===== src/rtl/lane_sram_regs.vh =====
`ifndef LANE_SRAM_REGS_VH
`define LANE_SRAM_REGS_VH
// ----------------------------------------
// word layout and array size
// ----------------------------------------
`define DATA_W 18
`define ADDR_W 4
`define DEPTH 16
// ----------------------------------------
// organisations
// ----------------------------------------
`define ORG_X8 2'h0
`define ORG_X9 2'h1
`define ORG_X18 2'h2
// ----------------------------------------
// lane boundaries
// ----------------------------------------
`define X8_LO_MASK 18'h0000f
`define X8_HI_MASK 18'h000f0
`define X18_LO_MASK 18'h001ff
`define X18_HI_MASK 18'h3fe00
`define X9_MASK 18'h001ff
// ----------------------------------------
// burst timing in clock-pin rises: first beat after the address rise, last beat after the first
// ----------------------------------------
`define WR_FIRST_EDGE 4'h2
`define RD_FIRST_EDGE 4'h5
`define BURST_LAST 4'h3
`endif


===== src/rtl/sram_write_lane_mask.v =====
// Notes on behaviour
// - both lane selects low: whole word written
// - only lane-0 low: low lane written only
// - only lane-1 low: high lane written only, nothing in x9
// - both selects high: nothing written this beat
// - x9: one select governs all nine bits
// - capture and launch on both clock rises
// - each beat uses its own lane selects
// - power-up deselected, outputs high impedance
// - burst walks A, A+1, A+2, A+3
// - select after a start is don't-care
// - second same-type request directly after: ignored
// - write address at t, data t+2 to t+5
`timescale 1ns/1ns
`default_nettype none
`include "lane_sram_regs.vh"
module sram_write_lane_mask (
  input wire i_clk,
  input wire i_rst,
  input wire i_k,
  input wire i_k_n,
  input wire [1:0] i_org,
  input wire [`ADDR_W-1:0] i_addr,
  input wire i_read_port_select_n,
  input wire i_write_port_select_n,
  input wire [`DATA_W-1:0] i_d,
  input wire [1:0] i_byte_lane_write_select_n,
  output reg [`DATA_W-1:0] o_q,
  output reg o_q_oe_n,
  output reg o_wbuf_ready
);
  // ----------------------------------------
  // clock-pin rise detection
  // ----------------------------------------
  reg k_prev;
  reg kn_prev;
  wire k_rise;
  wire kn_rise;
  wire any_rise;

  assign k_rise = i_k & ~k_prev;
  assign kn_rise = i_k_n & ~kn_prev;
  assign any_rise = k_rise | kn_rise;

  always @(posedge i_clk or posedge i_rst) begin
    if (i_rst) begin
      k_prev <= 1'b1;
      kn_prev <= 1'b1;
    end else begin
      k_prev <= i_k;
      kn_prev <= i_k_n;
    end
  end

  // ----------------------------------------
  // port starts and arbitration
  // ----------------------------------------
  reg rd_prev;
  reg wr_prev;
  reg rd_slot;
  reg wr_slot;
  wire start_rd;
  wire start_wr;

  // a select that started a transfer at the last K rise is ignored now
  assign start_rd = k_rise & ~i_read_port_select_n & ~rd_prev;
  // shared address: read wins unless a read just started
  assign start_wr = k_rise & ~i_write_port_select_n & ~wr_prev & ~start_rd;

  always @(posedge i_clk or posedge i_rst) begin
    if (i_rst) begin
      rd_prev <= 1'b0;
      wr_prev <= 1'b0;
      rd_slot <= 1'b0;
      wr_slot <= 1'b0;
    end else if (k_rise) begin
      rd_prev <= start_rd;
      wr_prev <= start_wr;
      if (start_rd) begin
        rd_slot <= ~rd_slot;
      end
      if (start_wr) begin
        wr_slot <= ~wr_slot;
      end
    end
  end

  // ----------------------------------------
  // burst sequencers, two per port
  // ----------------------------------------
  // starts are at least two K rises apart, so two bursts in flight at most
  wire [1:0] wr_beat_s;
  wire [1:0] rd_beat_s;
  wire [`ADDR_W-1:0] wr_addr_s [0:1];
  wire [`ADDR_W-1:0] rd_addr_s [0:1];

  genvar si;
  generate
    for (si = 0; si < 2; si = si + 1) begin : g_slot
      burst_seq #(.FIRST(`WR_FIRST_EDGE)) u_wr (
        .i_clk(i_clk),
        .i_rst(i_rst),
        .i_edge(any_rise),
        .i_start(start_wr && (wr_slot == si)),
        .i_addr(i_addr),
        .o_beat(wr_beat_s[si]),
        .o_beat_addr(wr_addr_s[si])
      );
      burst_seq #(.FIRST(`RD_FIRST_EDGE)) u_rd (
        .i_clk(i_clk),
        .i_rst(i_rst),
        .i_edge(any_rise),
        .i_start(start_rd && (rd_slot == si)),
        .i_addr(i_addr),
        .o_beat(rd_beat_s[si]),
        .o_beat_addr(rd_addr_s[si])
      );
    end
  endgenerate

  wire wr_beat;
  wire rd_beat;
  wire [`ADDR_W-1:0] wr_beat_addr;
  wire [`ADDR_W-1:0] rd_beat_addr;

  assign wr_beat = |wr_beat_s;
  assign rd_beat = |rd_beat_s;
  assign wr_beat_addr = wr_beat_s[1] ? wr_addr_s[1] : wr_addr_s[0];
  assign rd_beat_addr = rd_beat_s[1] ? rd_addr_s[1] : rd_addr_s[0];

  // ----------------------------------------
  // lane mask of the current beat
  // ----------------------------------------
  reg [`DATA_W-1:0] beat_mask;

  always @* begin
    beat_mask = {`DATA_W{1'b0}};
    case (i_org)
      `ORG_X8: begin
        if (!i_byte_lane_write_select_n[0]) begin
          beat_mask = beat_mask | `X8_LO_MASK;
        end
        if (!i_byte_lane_write_select_n[1]) begin
          beat_mask = beat_mask | `X8_HI_MASK;
        end
      end
      `ORG_X9: begin
        if (!i_byte_lane_write_select_n[0]) begin
          beat_mask = `X9_MASK;
        end
      end
      `ORG_X18: begin
        if (!i_byte_lane_write_select_n[0]) begin
          beat_mask = beat_mask | `X18_LO_MASK;
        end
        if (!i_byte_lane_write_select_n[1]) begin
          beat_mask = beat_mask | `X18_HI_MASK;
        end
      end
      default: begin
        beat_mask = {`DATA_W{1'b0}};
      end
    endcase
  end

  // ----------------------------------------
  // two-entry write buffer
  // ----------------------------------------
  // the array has one port; a read beat takes it and stalls the drain
  reg [`DATA_W-1:0] buf_data [0:1];
  reg [`DATA_W-1:0] buf_mask [0:1];
  reg [`ADDR_W-1:0] buf_addr [0:1];
  reg buf_wptr;
  reg buf_rptr;
  reg [1:0] buf_count;
  reg [1:0] next_count;
  wire push;
  wire pop;

  // an all-high beat pushes nothing, so memory stays untouched
  assign push = wr_beat && (beat_mask != {`DATA_W{1'b0}}) && o_wbuf_ready;
  assign pop = (buf_count != 2'h0) && !rd_beat;

  always @* begin
    next_count = buf_count;
    if (push && !pop) begin
      next_count = buf_count + 2'h1;
    end else if (pop && !push) begin
      next_count = buf_count - 2'h1;
    end
  end

  always @(posedge i_clk or posedge i_rst) begin
    if (i_rst) begin
      buf_wptr <= 1'b0;
      buf_rptr <= 1'b0;
      buf_count <= 2'h0;
      o_wbuf_ready <= 1'b1;
    end else begin
      buf_count <= next_count;
      o_wbuf_ready <= (next_count != 2'h2);
      if (push) begin
        buf_wptr <= ~buf_wptr;
      end
      if (pop) begin
        buf_rptr <= ~buf_rptr;
      end
    end
  end

  always @(posedge i_clk) begin
    if (push) begin
      buf_data[buf_wptr] <= i_d;
      buf_mask[buf_wptr] <= beat_mask;
      buf_addr[buf_wptr] <= wr_beat_addr;
    end
  end

  // ----------------------------------------
  // storage array
  // ----------------------------------------
  reg [`DATA_W-1:0] mem [0:`DEPTH-1];
  wire [`DATA_W-1:0] pop_data;
  wire [`DATA_W-1:0] pop_mask;
  wire [`ADDR_W-1:0] pop_addr;

  assign pop_data = buf_data[buf_rptr];
  assign pop_mask = buf_mask[buf_rptr];
  assign pop_addr = buf_addr[buf_rptr];

  genvar mi;
  generate
    for (mi = 0; mi < `DEPTH; mi = mi + 1) begin : g_word
      always @(posedge i_clk) begin
        if (pop && pop_addr == mi) begin
          // unselected lanes keep their stored bits
          mem[mi] <= (mem[mi] & ~pop_mask) | (pop_data & pop_mask);
        end
      end
    end
  endgenerate

  // ----------------------------------------
  // read launch
  // ----------------------------------------
  // limitation: a word still in the buffer is not forwarded to reads
  always @(posedge i_clk or posedge i_rst) begin
    if (i_rst) begin
      o_q <= {`DATA_W{1'b0}};
      o_q_oe_n <= 1'b1;
    end else if (rd_beat) begin
      o_q <= mem[rd_beat_addr];
      o_q_oe_n <= 1'b0;
    end else if (any_rise) begin
      o_q_oe_n <= 1'b1;
    end
  end
endmodule // sram_write_lane_mask
`default_nettype wire


===== src/rtl/burst_seq.v =====
`timescale 1ns/1ns
`default_nettype none
`include "lane_sram_regs.vh"
module burst_seq #(
  parameter [3:0] FIRST = 4'h2
) (
  input wire i_clk,
  input wire i_rst,
  input wire i_edge,
  input wire i_start,
  input wire [`ADDR_W-1:0] i_addr,
  output wire o_beat,
  output wire [`ADDR_W-1:0] o_beat_addr
);
  // ----------------------------------------
  // edge counter: number of the next clock-pin rise
  // ----------------------------------------
  reg [3:0] cnt;
  reg [`ADDR_W-1:0] base;
  wire [3:0] offset;
  wire [3:0] last;

  assign last = FIRST + `BURST_LAST;
  assign offset = cnt - FIRST;
  assign o_beat = i_edge && (cnt >= FIRST) && (cnt <= last);
  // latched address first, then the three following locations
  assign o_beat_addr = base + {{(`ADDR_W-2){1'b0}}, offset[1:0]};

  always @(posedge i_clk or posedge i_rst) begin
    if (i_rst) begin
      cnt <= 4'h0;
      base <= {`ADDR_W{1'b0}};
    end else if (i_start) begin
      cnt <= 4'h1;
      base <= i_addr;
    end else if (i_edge && cnt != 4'h0) begin
      if (cnt == last) begin
        cnt <= 4'h0;
      end else begin
        cnt <= cnt + 4'h1;
      end
    end
  end
endmodule // burst_seq
`default_nettype wire


===== config.mk =====
export PLATFORM = sky130hd
export DESIGN_NAME = sram_write_lane_mask
export DESIGN_NICKNAME = d
export VERILOG_FILES = /design/src/rtl/sram_write_lane_mask.v /design/src/rtl/burst_seq.v
export VERILOG_INCLUDE_DIRS = /design/src /design/src/rtl
export SDC_FILE = /design/constraint.sdc
export NUM_CORES = 1
export LEC_CHECK = 0
export BUFFER_PORTS_ARGS = -buffer_cell sky130_fd_sc_hd__buf_2
export CAP_MARGIN = 15
export CORE_MARGIN = 3
export CORE_UTILIZATION = 62
export DETAILED_ROUTE_END_ITERATION = 16
export PLACE_DENSITY = 0.89
export SYNTH_ARGS = -nofsm -noshare
export SYNTH_HDL_FRONTEND = slang
export SYNTH_SLANG_ARGS = --single-unit

===== constraint.sdc =====
create_clock -name i_clk -period 4.1 [get_ports i_clk]
set_input_delay 0.41 -clock i_clk [delete_from_list [all_inputs] [get_ports i_clk]]
set_output_delay 0.41 -clock i_clk [all_outputs]
set_load 0.02 [all_outputs]

## Word-level counts from Yosys, hierarchy flattened

Memory sizes are Yosys's and may differ from the RTL's. A register that Yosys moved wholly into a read port is not among the register bits.
Index checks and enable logic that the tools add are counted.

| storage, ports and cells | value |
|---|---|
| flip-flop bits (word level) | 44 |
| memory bits (writable) | 368 |
| input bits | 32 |
| output and inout bits | 20 |
| logic and storage cells | 294 |
| memories kept | 4 |

| cells by class | value |
|---|---|
| add/subtract/negate cells | 14 |
| order comparisons | 8 |
| equality and inequality tests | 22 |
| mux-type cells | 102 |
| bitwise logic cells | 53 |
| reductions and logical operators | 72 |

Memory list:

| memory | words | bits a word | read ports | clocked after memory_dff | write ports | line | source |
|---|---|---|---|---|---|---|---|
| mem | 16 | 18 | 17 | 1 | 1 | sram_write_lane_mask.v:222 | `` reg [`DATA_W-1:0] mem [0:`DEPTH-1]; `` |
| buf_data | 2 | 18 | 1 | 0 | 1 | sram_write_lane_mask.v:170 | `` reg [`DATA_W-1:0] buf_data [0:1]; `` |
| buf_mask | 2 | 18 | 1 | 0 | 1 | sram_write_lane_mask.v:171 | `` reg [`DATA_W-1:0] buf_mask [0:1]; `` |
| buf_addr | 2 | 4 | 1 | 0 | 1 | sram_write_lane_mask.v:172 | `` reg [`ADDR_W-1:0] buf_addr [0:1]; `` |

Operator list:

| cell | number |
|---|---|
| 18-bit AND | 17 |
| 18-bit two-way mux | 16 |
| 18-bit OR | 16 |
| 18-bit OR reduction | 15 |
| 4-bit two-way mux | 30 |
| 18-bit one-hot mux with 3 select lines | 1 |
| 1-bit two-way mux | 51 |
| 4-bit == test (second input constant) | 10 |
| 1-bit logical AND | 37 |
| 4-bit by 3-bit == test with 1-bit output (second input constant) | 6 |
| 18-bit NOT | 1 |
| 18-bit nonzero test | 1 |
| 4-bit by 1-bit adder with 4-bit output (second input constant) | 4 |
| 4-bit by 2-bit adder with 4-bit output | 4 |
| 4-bit nonzero test | 4 |
| 2-bit nonzero test | 6 |
| 1-bit NOT | 11 |
| 9-bit two-way mux | 1 |
| 4-bit by 2-bit == test with 1-bit output (second input constant) | 2 |
| 4-bit by 2-bit greater-or-equal comparator with 1-bit output (second input constant) | 2 |
| 4-bit by 3-bit greater-or-equal comparator with 1-bit output (second input constant) | 2 |
| 4-bit by 3-bit less-or-equal comparator with 1-bit output (second input constant) | 2 |
| 4-bit less-or-equal comparator (second input constant) | 2 |
| 8-bit two-way mux | 1 |
| 15 further kinds | 29 |

## Depth between registers and ports, before layout

| depth | value |
|---|---|
| depth after elaboration | 27 |
| depth in mapped cells | 13 |
| depth with buffers taken out | 11 |

## Modules after synthesis

From an unflattened synthesis, not the netlist that was laid out.

| second synthesis, totals | value |
|---|---|
| cells, all modules | 1435 |
| area total of the unflattened synthesis | 18232.5 sq um |

Modules (own cells, without submodules):

| module | instances | cells an instance | area an instance (sq um) | sequential area each (sq um) |
|---|---|---|---|---|
| sram_write_lane_mask | 1 | 1251 | 16283.1 | 10965.5 |
| burst_seq at g_slot[0].u_rd ... | 2 | 52 | 539.3 | 200.2 |
| burst_seq at g_slot[0].u_wr ... | 2 | 40 | 435.4 | 200.2 |

## Worst setup path after synthesis

No wires, ideal clock.

| timing path | value |
|---|---|
| path type | flip-flop to flip-flop |
| from | register g_slot[0].u_rd.cnt[0] |
| to | register o_q[13], read port of mem |
| library setup time | 0.124 ns |
| arrival time | 2.939 ns |
| required time | 3.976 ns |
| setup slack | 1.037 ns |
| cell stages (with the launch flop) | 11 |
| path buffers | 2 |
| period minus slack after synthesis | 3.063 ns |
| cell sequence | dfrtp_1 -> inv_1 -> ha_1 -> fa_1 -> buf_1 -> buf_1 -> mux4_2 -> nand2_1 -> nand2_1 -> a22o_1 -> a211o_1 |

| on the way | value |
|---|---|
| word-level cells in the longest chain between the ends | 4 |
| elaborated cells between the ends (all ways) | 8 |
| those cells by class | 2 x add/sub; 2 x order compare; 1 x mux; 3 x reduce/logical |

RTL lines:

| element | line | source |
|---|---|---|
| start: declaration | burst_seq.v:18 | `reg [3:0] cnt;` |
| start signal: assignment | burst_seq.v:40 | `cnt <= cnt + 4'h1;` |
| branches (longest 4 deep; another with 4-bit by 2-bit adder with 4-bit output) | - |  |
| end: declaration | sram_write_lane_mask.v:28 | `` output reg [`DATA_W-1:0] o_q, `` |

Parallel ways; which one is timed is not known.
A chain may end at the register's enable or synchronous reset.

## Worst setup path in the final report

| timing path | value |
|---|---|
| from | register g_slot[1].u_rd.cnt[0] |
| to | register o_q[10], read port of mem |

| on the way | value |
|---|---|
| word-level cells in the longest chain between the ends | 4 |
| elaborated cells between the ends (all ways) | 8 |
| those cells by class | 2 x add/sub; 2 x order compare; 1 x mux; 3 x reduce/logical |

RTL lines:

| element | line |
|---|---|
| start: declaration | burst_seq.v:18 |
| start signal: assignment | burst_seq.v:40 |
| branches (longest 4 deep; another with 4-bit by 2-bit adder with 4-bit output) | - |

Parallel ways; which one is timed is not known.

==> flow_metrics.tcl <==
set metrics [dict create \
    syn_avg_cell_area_um2 14.6 \
    antenna_left 0 \
    nFillCells 1650 \
    clock_path_buffers 3 \
    synth_xor_area_frac 0.00844 \
    synth_compound_area_frac 0.0970 \
    synthSimpleGateAreaFrac 0.0933 \
    cts-resized-gates 0 \
    synth_fa_ha_area_frac 0.0153 \
    hold_viol 0 \
    multiInputGateArea_um2 5320 \
    min_period_over_period 0.894 \
    crit_fanout 20 \
    h-tree-depth 2 \
    via_per_inst 6.63 \
    setup_ws_ns 0.434 \
    wl_met1_um 15000 \
    synthArstFlopShare 0.154 \
    path_cells "inv_1 > ha_1 > fa_1 > inv_1 > nor3_2 > nor2_4 > buf_12 > mux2i_1 > a221oi_1 > a211o_1" \
    top_layer_used "met5" \
    yosysWarnings 0 \
    cap_viol_max_count 0 \
    fp.dieW_um 174 \
    port_buffers 51 \
    cts_root_buf "clkbuf_16" \
    critPathMaxStageDelay_ns 0.71 \
    synth_fp_nets 1252 \
    status "completed" \
    required_ns 4.52 \
    slew_headroom 0.346 \
    syn2layout_area_growth_pct 12.4 \
    fmax_mhz 273 \
    vias 11200 \
    post_cts_buffers 0 \
    finalSetupViolCount 0 \
    synth_cell_types 67 \
    cp_data_arrival_time_ns 4.08 \
    crit_buf_inv 3 \
    regArea_um2 11800 \
    wl_um 41700 \
    clk_pin_slew_ns 0.06 \
    cts.sinks 402 \
    worstSkewPairLatency_ns 0.55 \
    antenna_found_initial 2 \
    yosys-top-cells-area "edfxtp_1, dfrtp_1, mux4_2, nand2_1, a211oi_1" \
    io_pins 52 \
    synth_mux_area_frac 0.0893 \
    synth_top_family_by_area "compound AO/OA/AOI/OAI gates" \
    cts_buffers 39 \
    rsz0062_at_grt "no" \
    drt-initial-drc-count 1640 \
    hp-class "in2async" \
    skew_ns 0.0304 \
    finish.net_count 1330 \
    firstDrtPassIters 6 \
    grt_pass1_wl_um 65000 \
    cts_tree "yes" \
    grt_pass1_vias 11500 \
    ys.flop_type "edfxtp_1" \
    synthCells 1201 \
    initial_core_util 0.640 \
    fp.dieH_um 174 \
    drive_gt1_frac 0.201 \
    synth_edf_count 340 \
    wl_per_cell_um 24.8 \
    wl_met2_um 20800 \
    grt_max_degree 74 \
    path_delay_family "adder cells" \
    mappedNetlistArea_um2 17500 \
    synth_seq_cells 402 \
    worstSetupPathType "reg2reg" \
    cp_slowest_cell "fa_1" \
    post-synth-top-area-cell "edfxtp_1" \
    wl_met3_um 3970 \
    die-area_um2 30300 \
    drc 0 \
    slew_violations 0 \
    dpl.hpwl_um 26600 \
    synth.top_cell.area_share 0.584 \
    final_cell_mix "edfxtp_1, nand2_1, nor2_1" \
    synth_seq_area_share 0.673 \
    place.gp.congestion 0.921 \
    end_kind "register" \
    cpMostUsedCell "inv_1" \
    core_um2 27300 \
    tightest_slew_ns 0.981 \
    timing.setup.tns_ns 0 \
    rows 60 \
    holdBufCountCts 2 \
    final_common_cell "edfxtp_1" \
    pre_cts_ws_ns 0.628 \
    period_minus_slack_ns 3.67 \
    grtUsageTotal 0.279 \
    grt.overflow.total 0 \
    cp-start-kind "register" \
]
layout make-up:
class                   count  area share
multi-input cells         702       0.271
well taps                 372      0.0237
clock buffers              48      0.0534
inverters                  31     0.00592
clock inverters            24      0.0129
flip-flops and latches    402       0.598
diodes                      1    0.000127
repair buffers            103      0.0350
through the flow:
stage               area [um^2]  utilization  std cells  hold slack (ns)
detailed placement        18300        0.671       1608            0.465
global route              19700        0.720       1682           0.0462
CTS                       19700        0.720       1682           0.0471
finish                    19700        0.720       1683           0.0429
floorplan                 17500            -       1201            0.414
global placement          18300        0.671       1608            0.463
cell families (layout without fill, tap and decap cells):
kind of cell	after synthesis	in the layout
AND/OR/NAND/NOR	346	346
XOR/XNOR	16	16
buffers and inverters	97	206
flip-flops	402	402
AO/OA/AOI/OAI	214	214
multiplexers	107	107
adder cells (fa/ha/maj)	19	19
other	0	1
cells in the mapped netlist (all sizes together), types with 15 or more instances:
| master | count |
|---|---|
| edfxtp | 340 |
| and3 | 54 |
| o21ai | 19 |
| nor3 | 17 |
| nand2 | 141 |
| mux2 | 33 |
| a211o | 20 |
| ha | 15 |
| mux4 | 36 |
| a22o | 17 |
| nor2 | 83 |
| buf | 29 |
| mux2i | 38 |
| a221oi | 17 |
| a211oi | 54 |
| inv | 31 |
| a21oi | 20 |
| a311oi | 18 |
| clkbuf | 37 |
| dfrtp | 58 |
| o21bai | 17 |
final timing paths:
check / startpoint / to / slack (ns) / cells after the start
max: g_slot[1].u_rd.cnt[0] / o_q[10] / 0.43 / 10
min: i_rst / buf_count[1] / 0.04 / 2
max reg2reg: g_slot[1].u_rd.cnt[0] / o_q[10] / 0.43 / 10
min reg2reg: wr_prev / wr_prev / 0.48 / 2
min in group i_clk: i_d[13] / buf_data[1][13] / 0.06 / 1
max in group asynchronous: i_rst / o_q_oe_n / 3.11 / 3
per-layer routing:
metal	GRT usage	vias up
met5	0	-
met4	0.132	2
met3	0.0579	183
met2	0.459	719
met1	0.360	5457
li1	-	4789
Power is left out: the tool's default activity adds up to more than one toggle a clock period on the data nets, which glitch-free logic cannot reach.
